`config.mk`:
```
export PLATFORM = sky130hd
export DESIGN_NAME = serdes_pma_core
export DESIGN_NICKNAME = d
export VERILOG_FILES = /design/src/verilog/serdes_pma_pkg.sv /design/src/verilog/serdes_pma_core.sv
export SDC_FILE = /design/constraint.sdc
export NUM_CORES = 1
export LEC_CHECK = 0
export BUFFER_PORTS_ARGS = -buffer_cell sky130_fd_sc_hd__buf_2
export CAP_MARGIN = 20
export CORE_ASPECT_RATIO = 1.25
export CORE_MARGIN = 2
export CORE_UTILIZATION = 55
export CTS_CLUSTER_DIAMETER = 60
export CTS_CLUSTER_SIZE = 24
export DETAILED_ROUTE_END_ITERATION = 8
export PLACE_DENSITY = 0.82
export SETUP_SLACK_MARGIN = 0.5
export SKIP_LAST_GASP = 1
export SYNTH_ARGS = -nofsm -noshare
export SYNTH_HDL_FRONTEND = slang
export SYNTH_SLANG_ARGS = --single-unit
```
`constraint.sdc`:
```
create_clock -name core_clk -period 7.49 [get_ports core_clk]
set_clock_uncertainty 0.05 [all_clocks]
set_input_delay 0.3745 -clock core_clk [delete_from_list [all_inputs] [get_ports core_clk]]
set_output_delay 0.3745 -clock core_clk [all_outputs]
set_load 0.05 [all_outputs]
```
`src/verilog/serdes_pma_pkg.sv`:
```
// shared constants for the gigabit pma transceiver core
package serdes_pma_pkg;
  // word geometry
  localparam int WORD_W = 10;
  localparam logic [3:0] BIT_LAST = 4'h9;
  localparam logic [3:0] BIT_FIRST = 4'h0;
  // comma 0011111xxx in line order; first received bit sits in bit 0
  localparam logic [9:0] COMMA_MASK = 10'h07f;
  localparam logic [9:0] COMMA_VALUE = 10'h07c;
  localparam logic [9:0] LOS_WORD = 10'h3ff;
  localparam logic [9:0] WORD_RESET = 10'h3ff;
  // register byte offsets
  localparam int ADDR_W = 5;
  localparam logic [4:0] OFF_CONTROL = 5'h00;
  localparam logic [4:0] OFF_STATUS = 5'h04;
  localparam logic [4:0] OFF_INT_STATUS = 5'h08;
  localparam logic [4:0] OFF_INT_MASK = 5'h0c;
  localparam logic [4:0] OFF_RX_WORD = 5'h10;
  // control fields
  localparam int CTL_LOOPBACK_BIT = 0;
  localparam int CTL_ALIGN_BIT = 1;
  localparam logic [1:0] CONTROL_RESET = 2'h0;
  // interrupt event fields
  localparam int EV_W = 3;
  localparam int EV_COMMA_BIT = 0;
  localparam int EV_LOS_BIT = 1;
  localparam int EV_SIGNAL_BIT = 2;
  localparam logic [2:0] EV_RESET = 3'h0;
  // clock rate of core_clk
  localparam int CORE_CLK_MHZ = 250;
  // receive link state, gray along los -> acquire -> aligned
  typedef enum logic [1:0] {
    RX_LOS = 2'b00,
    RX_ACQUIRE = 2'b01,
    RX_ALIGNED = 2'b11
  } rx_state_t;
endpackage

```
`src/verilog/serdes_pma_core.sv`:
```
// digital model of the gigabit pma transceiver with avalon-mm control
//
// Notes on behaviour
// - every reference clock rising edge captures the full 10-bit transmit word
// - captured word goes out serially, bit 0 first, ascending order
// - serial bits go out one per core clock from each reference edge; host keeps reference within 100 ppm
// - loopback on routes own serial transmit stream into receive path
// - loopback on holds serial output at logic 1, positive high, negative low
// - external serial input feeds receive only while loopback is off
// - no input signal, loopback off: signal detect low, all ten received bits forced to one
// - input signal present: signal detect high, stream goes to deserializer
// - first received serial bit of a word lands in bit 0
// - comma found goes high when comma pattern 0011111xxx is received
// - comma found is driven only while comma align enable is set
// - receive section produces two recovered byte clocks with the data
// - byte clocks antiphase, words alternate between them, clock one on comma
// - align enable high realigns to comma; low freezes boundary, comma found low
`timescale 1ns/1ps
`default_nettype none
module serdes_pma_core (
  // clock and reset
  input wire logic core_clk,
  input wire logic reset,
  // avalon-mm slave
  input wire logic [serdes_pma_pkg::ADDR_W-1:0] avs_address,
  input wire logic avs_read,
  input wire logic avs_write,
  input wire logic [31:0] avs_writedata,
  output logic [31:0] avs_readdata,
  output logic avs_waitrequest,
  output logic irq,
  // host parallel transmit side
  input wire logic tx_ref_clk,
  input wire logic [serdes_pma_pkg::WORD_W-1:0] tx_word,
  // serial line
  output logic serial_out_p,
  output logic serial_out_n,
  input wire logic serial_in,
  input wire logic serial_in_valid,
  input wire logic signal_present,
  // host parallel receive side
  output logic [serdes_pma_pkg::WORD_W-1:0] rx_word,
  output logic rx_clk0,
  output logic rx_clk1,
  output logic comma_found,
  output logic signal_detect
);
  localparam int W = serdes_pma_pkg::WORD_W;

  // synchronisers for pins from outside core_clk
  logic ref_s1_q, ref_s2_q, ref_s3_q;
  logic [W-1:0] tx_s1_q, tx_s2_q;
  logic [2:0] rx_s1_q, rx_s2_q;
  always_ff @(posedge core_clk or posedge reset) begin
    if (reset) begin
      ref_s1_q <= 1'b0;
      ref_s2_q <= 1'b0;
      ref_s3_q <= 1'b0;
      tx_s1_q <= '0;
      tx_s2_q <= '0;
      rx_s1_q <= 3'h0;
      rx_s2_q <= 3'h0;
    end else begin
      ref_s1_q <= tx_ref_clk;
      ref_s2_q <= ref_s1_q;
      ref_s3_q <= ref_s2_q;
      tx_s1_q <= tx_word;
      tx_s2_q <= tx_s1_q;
      rx_s1_q <= {signal_present, serial_in_valid, serial_in};
      rx_s2_q <= rx_s1_q;
    end
  end

  // control registers
  logic [1:0] control_q;
  logic [serdes_pma_pkg::EV_W-1:0] int_status_q, int_mask_q;
  wire loop_en = control_q[serdes_pma_pkg::CTL_LOOPBACK_BIT];
  wire align_en = control_q[serdes_pma_pkg::CTL_ALIGN_BIT];

  // ---------------- transmit ----------------
  logic [W-1:0] tx_hold_q, tx_shift_q;
  logic [3:0] tx_cnt_q;
  logic tx_load_q, tx_active_q;
  logic out_p_q, out_n_q;
  wire ref_rise = ref_s2_q & ~ref_s3_q;
  wire tx_last = tx_cnt_q == serdes_pma_pkg::BIT_LAST;

  // holding register; the shifter loads it one cycle later
  always_ff @(posedge core_clk or posedge reset) begin
    if (reset) begin
      tx_hold_q <= '0;
      tx_load_q <= 1'b0;
    end else begin
      tx_load_q <= ref_rise;
      if (ref_rise) tx_hold_q <= tx_s2_q;
    end
  end

  // bit timing restarts at each reference edge, one bit per core cycle;
  // a reference faster than ten core cycles would cut words short
  always_ff @(posedge core_clk or posedge reset) begin
    if (reset) begin
      tx_shift_q <= '0;
      tx_cnt_q <= serdes_pma_pkg::BIT_FIRST;
      tx_active_q <= 1'b0;
    end else if (tx_load_q) begin
      tx_shift_q <= tx_hold_q;
      tx_cnt_q <= serdes_pma_pkg::BIT_FIRST;
      tx_active_q <= 1'b1;
    end else if (tx_active_q) begin
      tx_shift_q <= {1'b0, tx_shift_q[W-1:1]};
      tx_cnt_q <= tx_cnt_q + 4'h1;
      tx_active_q <= ~tx_last;
    end
  end

  // line driver: idle and loopback both sit at logic 1
  wire line_bit = tx_active_q ? tx_shift_q[0] : 1'b1;
  wire out_p_d = loop_en ? 1'b1 : line_bit;
  always_ff @(posedge core_clk or posedge reset) begin
    if (reset) begin
      out_p_q <= 1'b1;
      out_n_q <= 1'b0;
    end else begin
      out_p_q <= out_p_d;
      out_n_q <= ~out_p_d;
    end
  end

  // ---------------- receive ----------------
  serdes_pma_pkg::rx_state_t rx_state_q, rx_state_d;
  logic [W-1:0] rx_shift_q, rx_word_q;
  logic [3:0] rx_cnt_q;
  logic comma_q, sigdet_q, clk0_q, clk1_q, sel_q, pend_q, pend_sel_q;

  // source select: own stream in loopback, pins otherwise
  wire rx_bit = loop_en ? tx_shift_q[0] : rx_s2_q[0];
  wire rx_valid = loop_en ? tx_active_q : rx_s2_q[1];
  wire sig_ok = loop_en | rx_s2_q[2];
  wire [W-1:0] rx_window = {rx_bit, rx_shift_q[W-1:1]};
  wire is_comma = (rx_window & serdes_pma_pkg::COMMA_MASK) == serdes_pma_pkg::COMMA_VALUE;
  wire comma_take = align_en & is_comma;
  wire bit_take = sig_ok & rx_valid;
  wire word_end = rx_cnt_q == serdes_pma_pkg::BIT_LAST;
  wire word_evt = bit_take & (word_end | comma_take);
  wire comma_evt = bit_take & comma_take;
  wire clk_sel = comma_take | ~sel_q;

  // deserializer and word boundary; comma restarts the count
  always_ff @(posedge core_clk or posedge reset) begin
    if (reset) begin
      rx_shift_q <= '0;
      rx_cnt_q <= serdes_pma_pkg::BIT_FIRST;
    end else if (!sig_ok) begin
      rx_cnt_q <= serdes_pma_pkg::BIT_FIRST;
    end else if (bit_take) begin
      rx_shift_q <= rx_window;
      rx_cnt_q <= word_evt ? serdes_pma_pkg::BIT_FIRST : rx_cnt_q + 4'h1;
    end
  end

  // presented word, signal detect and comma flag
  always_ff @(posedge core_clk or posedge reset) begin
    if (reset) begin
      rx_word_q <= serdes_pma_pkg::WORD_RESET;
      sigdet_q <= 1'b0;
      comma_q <= 1'b0;
    end else begin
      sigdet_q <= sig_ok;
      if (!sig_ok) rx_word_q <= serdes_pma_pkg::LOS_WORD;
      else if (word_evt) rx_word_q <= rx_window;
      if (!align_en || !sig_ok) comma_q <= 1'b0;
      else if (word_evt) comma_q <= comma_take;
    end
  end

  // recovered byte clocks: data first, chosen clock rises one cycle later;
  // a clock already high is dropped for one cycle so the comma still gets an edge
  always_ff @(posedge core_clk or posedge reset) begin
    if (reset) begin
      clk0_q <= 1'b0;
      clk1_q <= 1'b0;
      sel_q <= 1'b0;
      pend_q <= 1'b0;
      pend_sel_q <= 1'b0;
    end else begin
      pend_q <= word_evt & sig_ok;
      if (word_evt && sig_ok) begin
        sel_q <= clk_sel;
        pend_sel_q <= clk_sel;
        if (clk_sel) clk1_q <= 1'b0;
        else clk0_q <= 1'b0;
      end else if (pend_q) begin
        clk1_q <= pend_sel_q;
        clk0_q <= ~pend_sel_q;
      end
    end
  end

  // link state for status readback
  always_comb begin
    rx_state_d = rx_state_q;
    unique case (rx_state_q)
      serdes_pma_pkg::RX_LOS: if (sig_ok) rx_state_d = serdes_pma_pkg::RX_ACQUIRE;
      serdes_pma_pkg::RX_ACQUIRE: if (comma_evt) rx_state_d = serdes_pma_pkg::RX_ALIGNED;
      serdes_pma_pkg::RX_ALIGNED: rx_state_d = serdes_pma_pkg::RX_ALIGNED;
      default: rx_state_d = serdes_pma_pkg::RX_LOS;
    endcase
    if (!sig_ok) rx_state_d = serdes_pma_pkg::RX_LOS;
  end
  always_ff @(posedge core_clk or posedge reset) begin
    if (reset) rx_state_q <= serdes_pma_pkg::RX_LOS;
    else rx_state_q <= rx_state_d;
  end

  // ---------------- register bus ----------------
  logic wait_q, irq_q;
  logic [31:0] rdata_q;
  wire req = avs_read | avs_write;
  wire wr_now = avs_write & ~wait_q;
  wire sel_control = avs_address == serdes_pma_pkg::OFF_CONTROL;
  wire sel_int_status = avs_address == serdes_pma_pkg::OFF_INT_STATUS;
  wire sel_int_mask = avs_address == serdes_pma_pkg::OFF_INT_MASK;
  wire [serdes_pma_pkg::EV_W-1:0] events = {sigdet_q & ~sig_ok, ~sigdet_q & sig_ok, comma_evt};
  wire [serdes_pma_pkg::EV_W-1:0] ev_order = {events[0], events[1], events[2]};
  wire [serdes_pma_pkg::EV_W-1:0] ev_vec;
  assign ev_vec[serdes_pma_pkg::EV_COMMA_BIT] = ev_order[2];
  assign ev_vec[serdes_pma_pkg::EV_LOS_BIT] = ev_order[0];
  assign ev_vec[serdes_pma_pkg::EV_SIGNAL_BIT] = ev_order[1];
  wire [serdes_pma_pkg::EV_W-1:0] w1c = (wr_now & sel_int_status) ?
    avs_writedata[serdes_pma_pkg::EV_W-1:0] : '0;
  // set wins over a clear in the same cycle
  wire [serdes_pma_pkg::EV_W-1:0] int_status_d = (int_status_q & ~w1c) | ev_vec;
  wire [31:0] rd_mux =
    (avs_address == serdes_pma_pkg::OFF_CONTROL) ? {30'h0, control_q} :
    (avs_address == serdes_pma_pkg::OFF_STATUS) ? {29'h0, rx_state_q, sigdet_q} :
    (avs_address == serdes_pma_pkg::OFF_INT_STATUS) ? {29'h0, int_status_q} :
    (avs_address == serdes_pma_pkg::OFF_INT_MASK) ? {29'h0, int_mask_q} :
    (avs_address == serdes_pma_pkg::OFF_RX_WORD) ? {22'h0, rx_word_q} : 32'h0;

  // one wait cycle per request, answer on the second cycle
  always_ff @(posedge core_clk or posedge reset) begin
    if (reset) begin
      wait_q <= 1'b1;
      rdata_q <= 32'h0;
      control_q <= serdes_pma_pkg::CONTROL_RESET;
      int_status_q <= serdes_pma_pkg::EV_RESET;
      int_mask_q <= serdes_pma_pkg::EV_RESET;
      irq_q <= 1'b0;
    end else begin
      wait_q <= ~(req & wait_q);
      if (avs_read && wait_q) rdata_q <= rd_mux;
      if (wr_now && sel_control) control_q <= avs_writedata[1:0];
      if (wr_now && sel_int_mask) int_mask_q <= avs_writedata[serdes_pma_pkg::EV_W-1:0];
      int_status_q <= int_status_d;
      irq_q <= |(int_status_d & int_mask_q);
    end
  end

  // outputs straight from flops
  assign avs_readdata = rdata_q;
  assign avs_waitrequest = wait_q;
  assign irq = irq_q;
  assign serial_out_p = out_p_q;
  assign serial_out_n = out_n_q;
  assign rx_word = rx_word_q;
  assign rx_clk0 = clk0_q;
  assign rx_clk1 = clk1_q;
  assign comma_found = comma_q;
  assign signal_detect = sigdet_q;
endmodule
`default_nettype wire

```
; ---- Yosys cells after proc, flatten, opt, wreduce, memory -nomap -nowiden
; Index checks and enable logic that the tools add are counted.
[totals]
regBits = 131
input_bits = 55
output_inout_bits = 50
wordCells = 121
[classes]
add_sub_neg = 2
n_eq_ne = 14
n_mux = 32
bitwise_logic = 27
n_reduce_logical = 16
[op_table]
columns = cell, count
row1 = $mux 10, 9
row2 = $mux 4, 5
row3 = $mux 1, 14
row4 = $and 1x1->1, 11
row5 = $eq 5x4->1 const B, 2
row6 = $add 4x1->4 const B, 2
row7 = $eq 4x4->1 const B, 2
row8 = $not 1->1, 8
row9 = $eq 7x7->1 const B, 1
row10 = $and 3x3->3, 2
row11 = $pmux 2 s3, 1
row12 = $reduce_and 2->1, 3
row13 = $reduce_bool 2->1, 3
row14 = $eq 5x3->1 const B, 1
row15 = $eq 5x5->1 const B, 1
row16 = $logic_not 5->1, 1
row17 = $logic_and 1x1->1, 4
row18 = $mux 2, 2
row19 = $ne 2x1->1 const B, 2
row20 = $ne 2x2->1 const B, 2
row21 = $or 1x1->1, 4
row22 = $mux 3, 1
row23 = $ne 3x3->1 const B, 1
row24 = $not 3->3, 1
row25 = other kinds (7), 8

; ---- Logic depth before layout (Yosys ltp)
; Gate-level depths: netlist (run 1).
[depth]
depth_word = 9
ltp_mapped = 7
ltp_nobuf = 7

; ---- Worst setup path before layout (run 1)
; No wires, ideal clock.
[synth_timing]
path_type = input to register
start = input port avs_address[4] (netlist name)
end = register control_q[0]
setup_time_ps = 125
arrival_ps = 1655
required_ps = 7315
setup_slack_ps = 5660
cell_stages = 4
path_buffers = 1
cell_sequence = or4_1 buf_2 or3_4 mux2_4
[synth_between]
elab_chain_cells = 2
[synth_rtl]
columns = item, line_no
row1 = from (decl), serdes_pma_core.sv:25  ; input wire logic [serdes_pma_pkg::ADDR_W-1:0] avs_address,
row2 = $logic_not 5->1, serdes_pma_core.sv:221  ; wire sel_control = avs_address == serdes_pma_pkg::OFF_CONTROL;
row3 = $logic_and 1x1->1, serdes_pma_core.sv:253  ; if (wr_now && sel_control) control_q <= avs_writedata[1:0];
row4 = to (signal assigned), serdes_pma_core.sv:246  ; control_q <= serdes_pma_pkg::CONTROL_RESET;
row5 = to (signal assigned), serdes_pma_core.sv:253
row6 = to (decl), serdes_pma_core.sv:75  ; logic [1:0] control_q;
; No other way between the ends.
; A chain may end at the register's enable or synchronous reset.

; ---- Worst setup path in the final report (run 1)
[layout_timing]
start = register tx_active_q
end = register rx_word_q[7] (netlist: rx_word[7])
[layout_between]
elab_chain_cells = 4
[layout_rtl]
columns = item, line_no
row1 = from (decl), serdes_pma_core.sv:83  ; logic tx_load_q, tx_active_q;
row2 = from (signal assigned), serdes_pma_core.sv:113  ; tx_active_q <= ~tx_last;
row3 = $mux 1, serdes_pma_core.sv:138  ; wire rx_valid = loop_en ? tx_active_q : rx_s2_q[1];
row4 = $and 1x1->1, serdes_pma_core.sv:143  ; wire bit_take = sig_ok & rx_valid;
row5 = $and 1x1->1, serdes_pma_core.sv:145  ; wire word_evt = bit_take & (word_end | comma_take);
row6 = $ne 2x1->1 (no source line), n/a
row7 = to (signal assigned), serdes_pma_core.sv:165  ; rx_word_q <= serdes_pma_pkg::WORD_RESET;
row8 = to (signal assigned), serdes_pma_core.sv:170  ; if (!sig_ok) rx_word_q <= serdes_pma_pkg::LOS_WORD;
row9 = to (signal assigned), serdes_pma_core.sv:171  ; else if (word_evt) rx_word_q <= rx_window;
row10 = to (decl), serdes_pma_core.sv:132  ; logic [W-1:0] rx_shift_q, rx_word_q;
; No other way between the ends.

==> results of run 1 <==
[final cells by class]
cell class / count / area share
tap: 95 / 0.0244
clock buffer: 9 / 0.0254
timing repair buffer: 56 / 0.0596
clock inverter: 7 / 0.0193
sequential: 108 / 0.558
multi-input combinational: 242 / 0.303
inverter: 13 / 0.0105
[critical path, delay by kind of cell (launching register included)]
| kind | cells | cell delay (ns) |
|---|---|---|
| flip-flops | 1 | 0.67 |
| AND/OR/NAND/NOR | 3 | 0.90 |
| buffers and inverters | 1 | 0.33 |
| AO/OA/AOI/OAI | 1 | 0.37 |
[per-stage QoR]
stage | cell area, um2 | instances
after floorplan | 4460 | 399
after global placement | 4640 | 513
after detailed placement | 4640 | 513
after CTS | 4870 | 530
after global routing | 4870 | 530
final | 4870 | 530
[timing repair]
item,CTS,global route
hold buffers,1,0
resized for setup,0,0
hold endpoints to repair,30,0
[state kept, by name, indices dropped and copies added (netlist names), 9 cells and up]
register	count
avs_readdata	10
rx_shift_q	9
rx_word	10
tx_hold_q	10
tx_s1_q	10
tx_s2_q	10
tx_shift_q	10
[placed cells by master, fill, tap and decap left out, types with 2 or more instances in the layout]
master,synthesis,layout
dfrtp_1,96,96
buf_2,3,53
nand2_1,45,45
nor2_1,23,23
conb_1,1,22
o21ai_0,20,20
mux2_2,12,12
a22o_1,12,12
a21oi_1,12,12
dfstp_2,12,12
inv_1,12,11
mux2i_1,11,11
nor3_1,9,9
clkbuf_8,0,9
nand3_1,8,8
nand2b_1,7,7
nor4_1,5,5
o31ai_1,4,4
nor2b_1,4,4
nor3b_1,4,4
ha_1,4,4
clkinv_8,0,4
nand3b_1,3,3
xor2_1,3,3
nand4_1,2,2
and2_1,2,2
o21a_1,2,2
a211oi_1,2,2
a31oi_1,2,2
or2_2,2,2
a221o_1,2,2
o21bai_1,2,2
a311oi_1,2,2
mux2_4,2,2
buf_4,22,2
[metal layers]
| layer | vias up | part of all wire |
|---|---|---|
| li1 | 1362 | - |
| met1 | 1343 | 0.43 |
| met2 | 80 | 0.50 |
| met3 | 10 | 0.057 |
| met4 | 0 | 0.016 |
| met5 | - | 0 |
[logic make-up (layout without fill, tap and decap cells)]
group	after synthesis	after routing	synth area share
AND/OR/NAND/NOR	122	122	0.137
AO/OA/AOI/OAI	65	65	0.0982
adder cells (fa/ha/maj)	4	4	0.0114
buffers and inverters	49	85	0.0616
multiplexers	25	25	0.0628
XOR/XNOR	4	4	0.00799
other	1	22	0.000855
flip-flops	108	108	0.620
[path summary, 6_finish.rpt]
kind	startpoint	endpoint	slack [ns]
hold / removal	tx_word[6]	tx_s1_q[6]$_DFF_PP0_	0.04
max in group asynchronous	reset	ref_s3_q$_DFF_PP0_	5.66
setup / recovery	tx_active_q$_DFF_PP0_	rx_word[7]$_DFFE_PP1P_	5.10
min in group asynchronous	reset	rx_clk1$_DFFE_PP0P_	0.51
setup reg to reg	tx_active_q$_DFF_PP0_	rx_word[7]$_DFFE_PP1P_	5.10
hold reg to reg	rx_s1_q[2]$_DFF_PP0_	rx_s2_q[2]$_DFF_PP0_	0.31
[power breakdown]
part	leakage, nW	internal [mW]	switching (mW)
clock	0.107	0.136	0.220
sequential	1.30	0.677	0.0817
combinational	0.918	0.0933	0.162
total	2.32	0.907	0.464
==> run metrics, run 1 <==
Synth area leader=dfrtp_1; ys flop type=dfrtp_1; # Max-Cap Violations=0; CP Class=reg2reg; Detail Route Antenna Nets=0; CTS root buffer=clkbuf_8; final max-slew violation count=0; Final Worst Setup Slack=5.10 ns; vias per inst=approximately 5.3; register area=about 2700 um2; Seq/Total Area, Yosys=0.620; fin util=0.629; ANT cells=0; Syn Inst Count=between 300 and 400; DIE AREA=between 8000 and 9000 um2; CP Cell Sequence=nand2_1 > nand2_1 > nand2_1 > clkinv_1 > o31a_1; Cell Pwr Density=roughly 280 nW/um2; vias in the first global route=around 2700; Residual DRC=0; first-pass GRT wire length=12600 um; Final Power=between 1 and 1.5 mW; initial antenna violation count=0; met1 usage=0.227; GRT overflow=0; peak supply drop=0.203 mV; fill count=roughly 610; CP max stage cell=dfrtp_1; status=complete, no violations; worst-path maximum fanout=20; initial core utilization=0.566; Critical Path RT=between 7 and 8 ns; hold path depth=1; setup bufs post-CTS=0; area share of the largest cell type after synthesis=0.548; DP HPWL=approximately 5300 um; RSZ-0062 raised after global routing=no; CTS tree=yes; Hold WS=0.0432 ns; later-pin clock latency in the skew report=around 0.38 ns; Initial DRT Pass Iterations=4; Worst Setup Start Kind=flip-flop; footprint of the multi-input gates=1480 um2; FF-to-FF path depth=5; CTS Buf Count=9; leakage power=2.32 nW; num rows=36; area of the core=between 7000 and 8000 um2; Routed Wire Length=about 7400 um; Max-slew headroom=0.443; Synth area leaders=dfrtp_1 55%, dfstp_2 7.2%, nand2_1 3.9%, buf_4 3.8%, mux2_2 3.1%; EDFF count, synth=0; YS warnings=0; DR iter-0 viols=201; total number of vias=between 2000 and 3000; Top-Level Pins=between 100 and 150; distinct cell type count after synthesis=50; grt met2 use=0.302; dominant cell by count in the synthesized netlist=dfrtp_1; worst min path class=in2reg; area growth from synthesis to layout=11.1%; # port buffers=53; global routing's busiest layer=met2; GRT Overall Usage=0.180; clk buf depth=2; fin nets=roughly 490; WP data arrival=around 2.7 ns; pre-CTS WS=around 5 ns; share of synthesized flip-flops with an asynchronous set or reset=1.00; Highest Clock Rate=approximately 420 MHz; clock period minus final worst setup slack=about 2.4 ns; Yosys reg bits=108; met3 usage=0.0406; Critical Path Max Stage Delay=between 0.6 and 0.7 ns; crit end category=flip-flop; Die W=roughly 84 um; Most common cell on crit path=nand2_1; CTS clk-pin slew, worst paths=0.11 ns; layout cells sized above 1=0.239; Fin. Hold Viols=0; Die Y=between 100 and 150 um; Worst-Margin Slew=~0.83 ns; routability cong.=between 0.8 and 0.9; fin crit share=0.319; Mean Syn Cell Area=11.6 um2; synthesized area=about 4400 um2; Sink Count=~110; Avg WL per Cell=between 10 and 15 um; endpoints failing setup=0; setup TNS=0 ns; most common library cells after synthesis=96 x dfrtp_1, 45 x nand2_1, 23 x nor2_1; H-tree depth=3; largest net degree at the start of global routing=71
No activity file was read; power rests on OpenSTA's default activity.
==> inputs of run 2 (changes only) <==
--- a/config.mk
+++ b/config.mk
@@ -9,11 +9,11 @@
 export CAP_MARGIN = 20
 export CORE_ASPECT_RATIO = 1.25
 export CORE_MARGIN = 2
-export CORE_UTILIZATION = 55
+export CORE_UTILIZATION = 53
 export CTS_CLUSTER_DIAMETER = 60
 export CTS_CLUSTER_SIZE = 24
 export DETAILED_ROUTE_END_ITERATION = 8
-export PLACE_DENSITY = 0.82
+export PLACE_DENSITY = 0.79
 export SETUP_SLACK_MARGIN = 0.5
 export SKIP_LAST_GASP = 1
 export SYNTH_ARGS = -nofsm -noshare
==> constraint.sdc (replaced) <==
create_clock -name core_clk -period 2.2 [get_ports core_clk]
set_clock_uncertainty 0.05 [all_clocks]
set_input_delay 0.11 -clock core_clk [delete_from_list [all_inputs] [get_ports core_clk]]
set_output_delay 0.11 -clock core_clk [all_outputs]
set_load 0.05 [all_outputs]
==> run metrics, run 2 (synthesis results as in run 1) <==
Residual DRC=0 (unchanged); area of the core=8150 um2 (+5.2%); GRT Overall Usage=0.192 (+0.0114); worst-path maximum fanout=4 (-80%); worst min path class=in2reg; # port buffers=53 (unchanged); total number of vias=2991 (+7.0%); Routed Wire Length=8270 um (+11%); CTS tree=yes; routability cong.=0.857 (+2.5%); vias per inst=5.30 (+0.56%); Finished Cell Area=5210 um2 (+6.9%); DP HPWL=5340 um (+0.27%); most common cell after layout, fill and taps aside=dfrtp_1; H-tree depth=3 (unchanged); Fin. Hold Viols=0 (unchanged); GRT overflow=0 (unchanged); DR iter-0 viols=130 (-35%); area growth from synthesis to layout=18.8%; initial core utilization=0.538 (-0.0278); fin crit share=0.780 (+0.461); Worst Setup Start Kind=flip-flop; most frequent cells in the layout=94 x dfrtp_1, 53 x buf_2, 44 x nand2_1; Sink Count=108 (unchanged); DIE AREA=9020 um2 (+3.6%); Initial DRT Pass Iterations=4 (unchanged); Avg WL per Cell=14.7 um (+4.6%); layout cells sized above 1=0.272 (+0.0329); fin nets=521 (+6.5%); crit end category=flip-flop; ANT cells=0 (unchanged); Top-Level Pins=105 (unchanged); Detail Route Antenna Nets=0 (unchanged); WP data arrival=1.96 ns (-0.69 ns); DP Area=4690 um2 (+1.0%); CP Class=reg2reg; Worst-Margin Slew=0.623 ns (-0.212 ns); later-pin clock latency in the skew report=0.37 ns (about the same); Final Worst Setup Slack=0.484 ns (-4.62 ns); peak supply drop=0.464 mV (+130%); setup TNS=0 ns (unchanged); pre-CTS WS=0.261 ns (-4.83 ns); Max-slew headroom=0.585 (+0.142); Cell Pwr Density=910 nW/um2 (+220%); clock period minus final worst setup slack=1.72 ns (-0.674 ns); first-pass GRT wire length=13700 um (+9.0%); clk buf depth=2 (unchanged); CTS Buf Count=9 (unchanged); status=complete, no violations; # Max-Cap Violations=0 (unchanged); Die Y=106 um (+1.8%); vias in the first global route=2965 (+8.2%); endpoints failing setup=0 (unchanged); final max-slew violation count=0 (unchanged); largest net degree at the start of global routing=109 (+54%); Die W=85.4 um (+1.8%); Highest Clock Rate=583 MHz (+39%); leakage power=2.47 nW (+6.4%); fin util=0.639 (+0.0106); Critical Path RT=2.45 ns (-5.30 ns); initial antenna violation count=0 (unchanged); num rows=37 (+2.8%); CTS root buffer=clkbuf_8; RSZ-0062 raised after global routing=yes; CTS clk-pin slew, worst paths=0.10 ns (about the same)
-- run 2: what timing repair did --
item / in CTS / in global routing
hold endpoints to repair: 116 / 0
resized for setup: 4 / 10
pin swaps: 1 / 2
buffers inserted: 5 / 4
setup endpoints to repair: 18 / 16
hold buffers: 20 / 0
-- run 2: layout make-up --
cell class	count	area [um2]
clock inverters	6	55.1
inverters	13	55.1
multi-input cells	242	1530
flip-flops and latches	108	2720
well taps	97	121
fillers	628	2940
repair buffers	88	594
clock buffers	10	138
-- run 2: worst paths after layout --
path                            depth (start not counted)                    start  slack, ns                     endpoint
min in group asynchronous                               4                    reset       0.38    tx_shift_q[8]$_DFFE_PP0P_
worst min register to register                          0     tx_s1_q[6]$_DFF_PP0_       0.31         tx_s2_q[6]$_DFF_PP0_
worst max-delay path                                    7  rx_cnt_q[1]$_DFFE_PP0P_       0.48       rx_word[7]$_DFFE_PP1P_
worst max register to register                          7  rx_cnt_q[1]$_DFFE_PP0P_       0.48       rx_word[7]$_DFFE_PP1P_
worst min-delay path                                    3           avs_address[1]       0.10  avs_readdata[2]$_DFFE_PP0P_
max in group asynchronous                               4                    reset       1.28     control_q[1]$_DFFE_PP0P_
-- run 2: power by group --
group,switching [mW],internal [mW]
combinational,0.631,0.398
sequential,0.249,2.31
clock,0.689,0.465
-- run 2: per-layer routing --
metal	vias up	global-route usage	part of all wire
li1	1417	-	-
met1	1467	0.234	0.40
met2	93	0.326	0.53
met3	14	0.0376	0.047
met4	0	0.0884	0.020
met5	-	0	0
-- run 2: critical path, cell delays in order (launching register included) --
cell      delay, ns
dfrtp_1        0.42
inv_1          0.08
ha_2           0.17
nand3b_1       0.14
buf_4          0.18
o21a_1         0.14
or3_1          0.34
o31a_1         0.12
-- run 2: through the flow --
step                      hold WS, ns  cells  total power [mW]
after floorplan                0.0914    399              3.31
after global placement          0.167    519              3.47
after detailed placement        0.169    519              3.54
after CTS                      0.0823    560              4.73
after global routing            0.126    564              5.02
final                           0.100    564              4.74
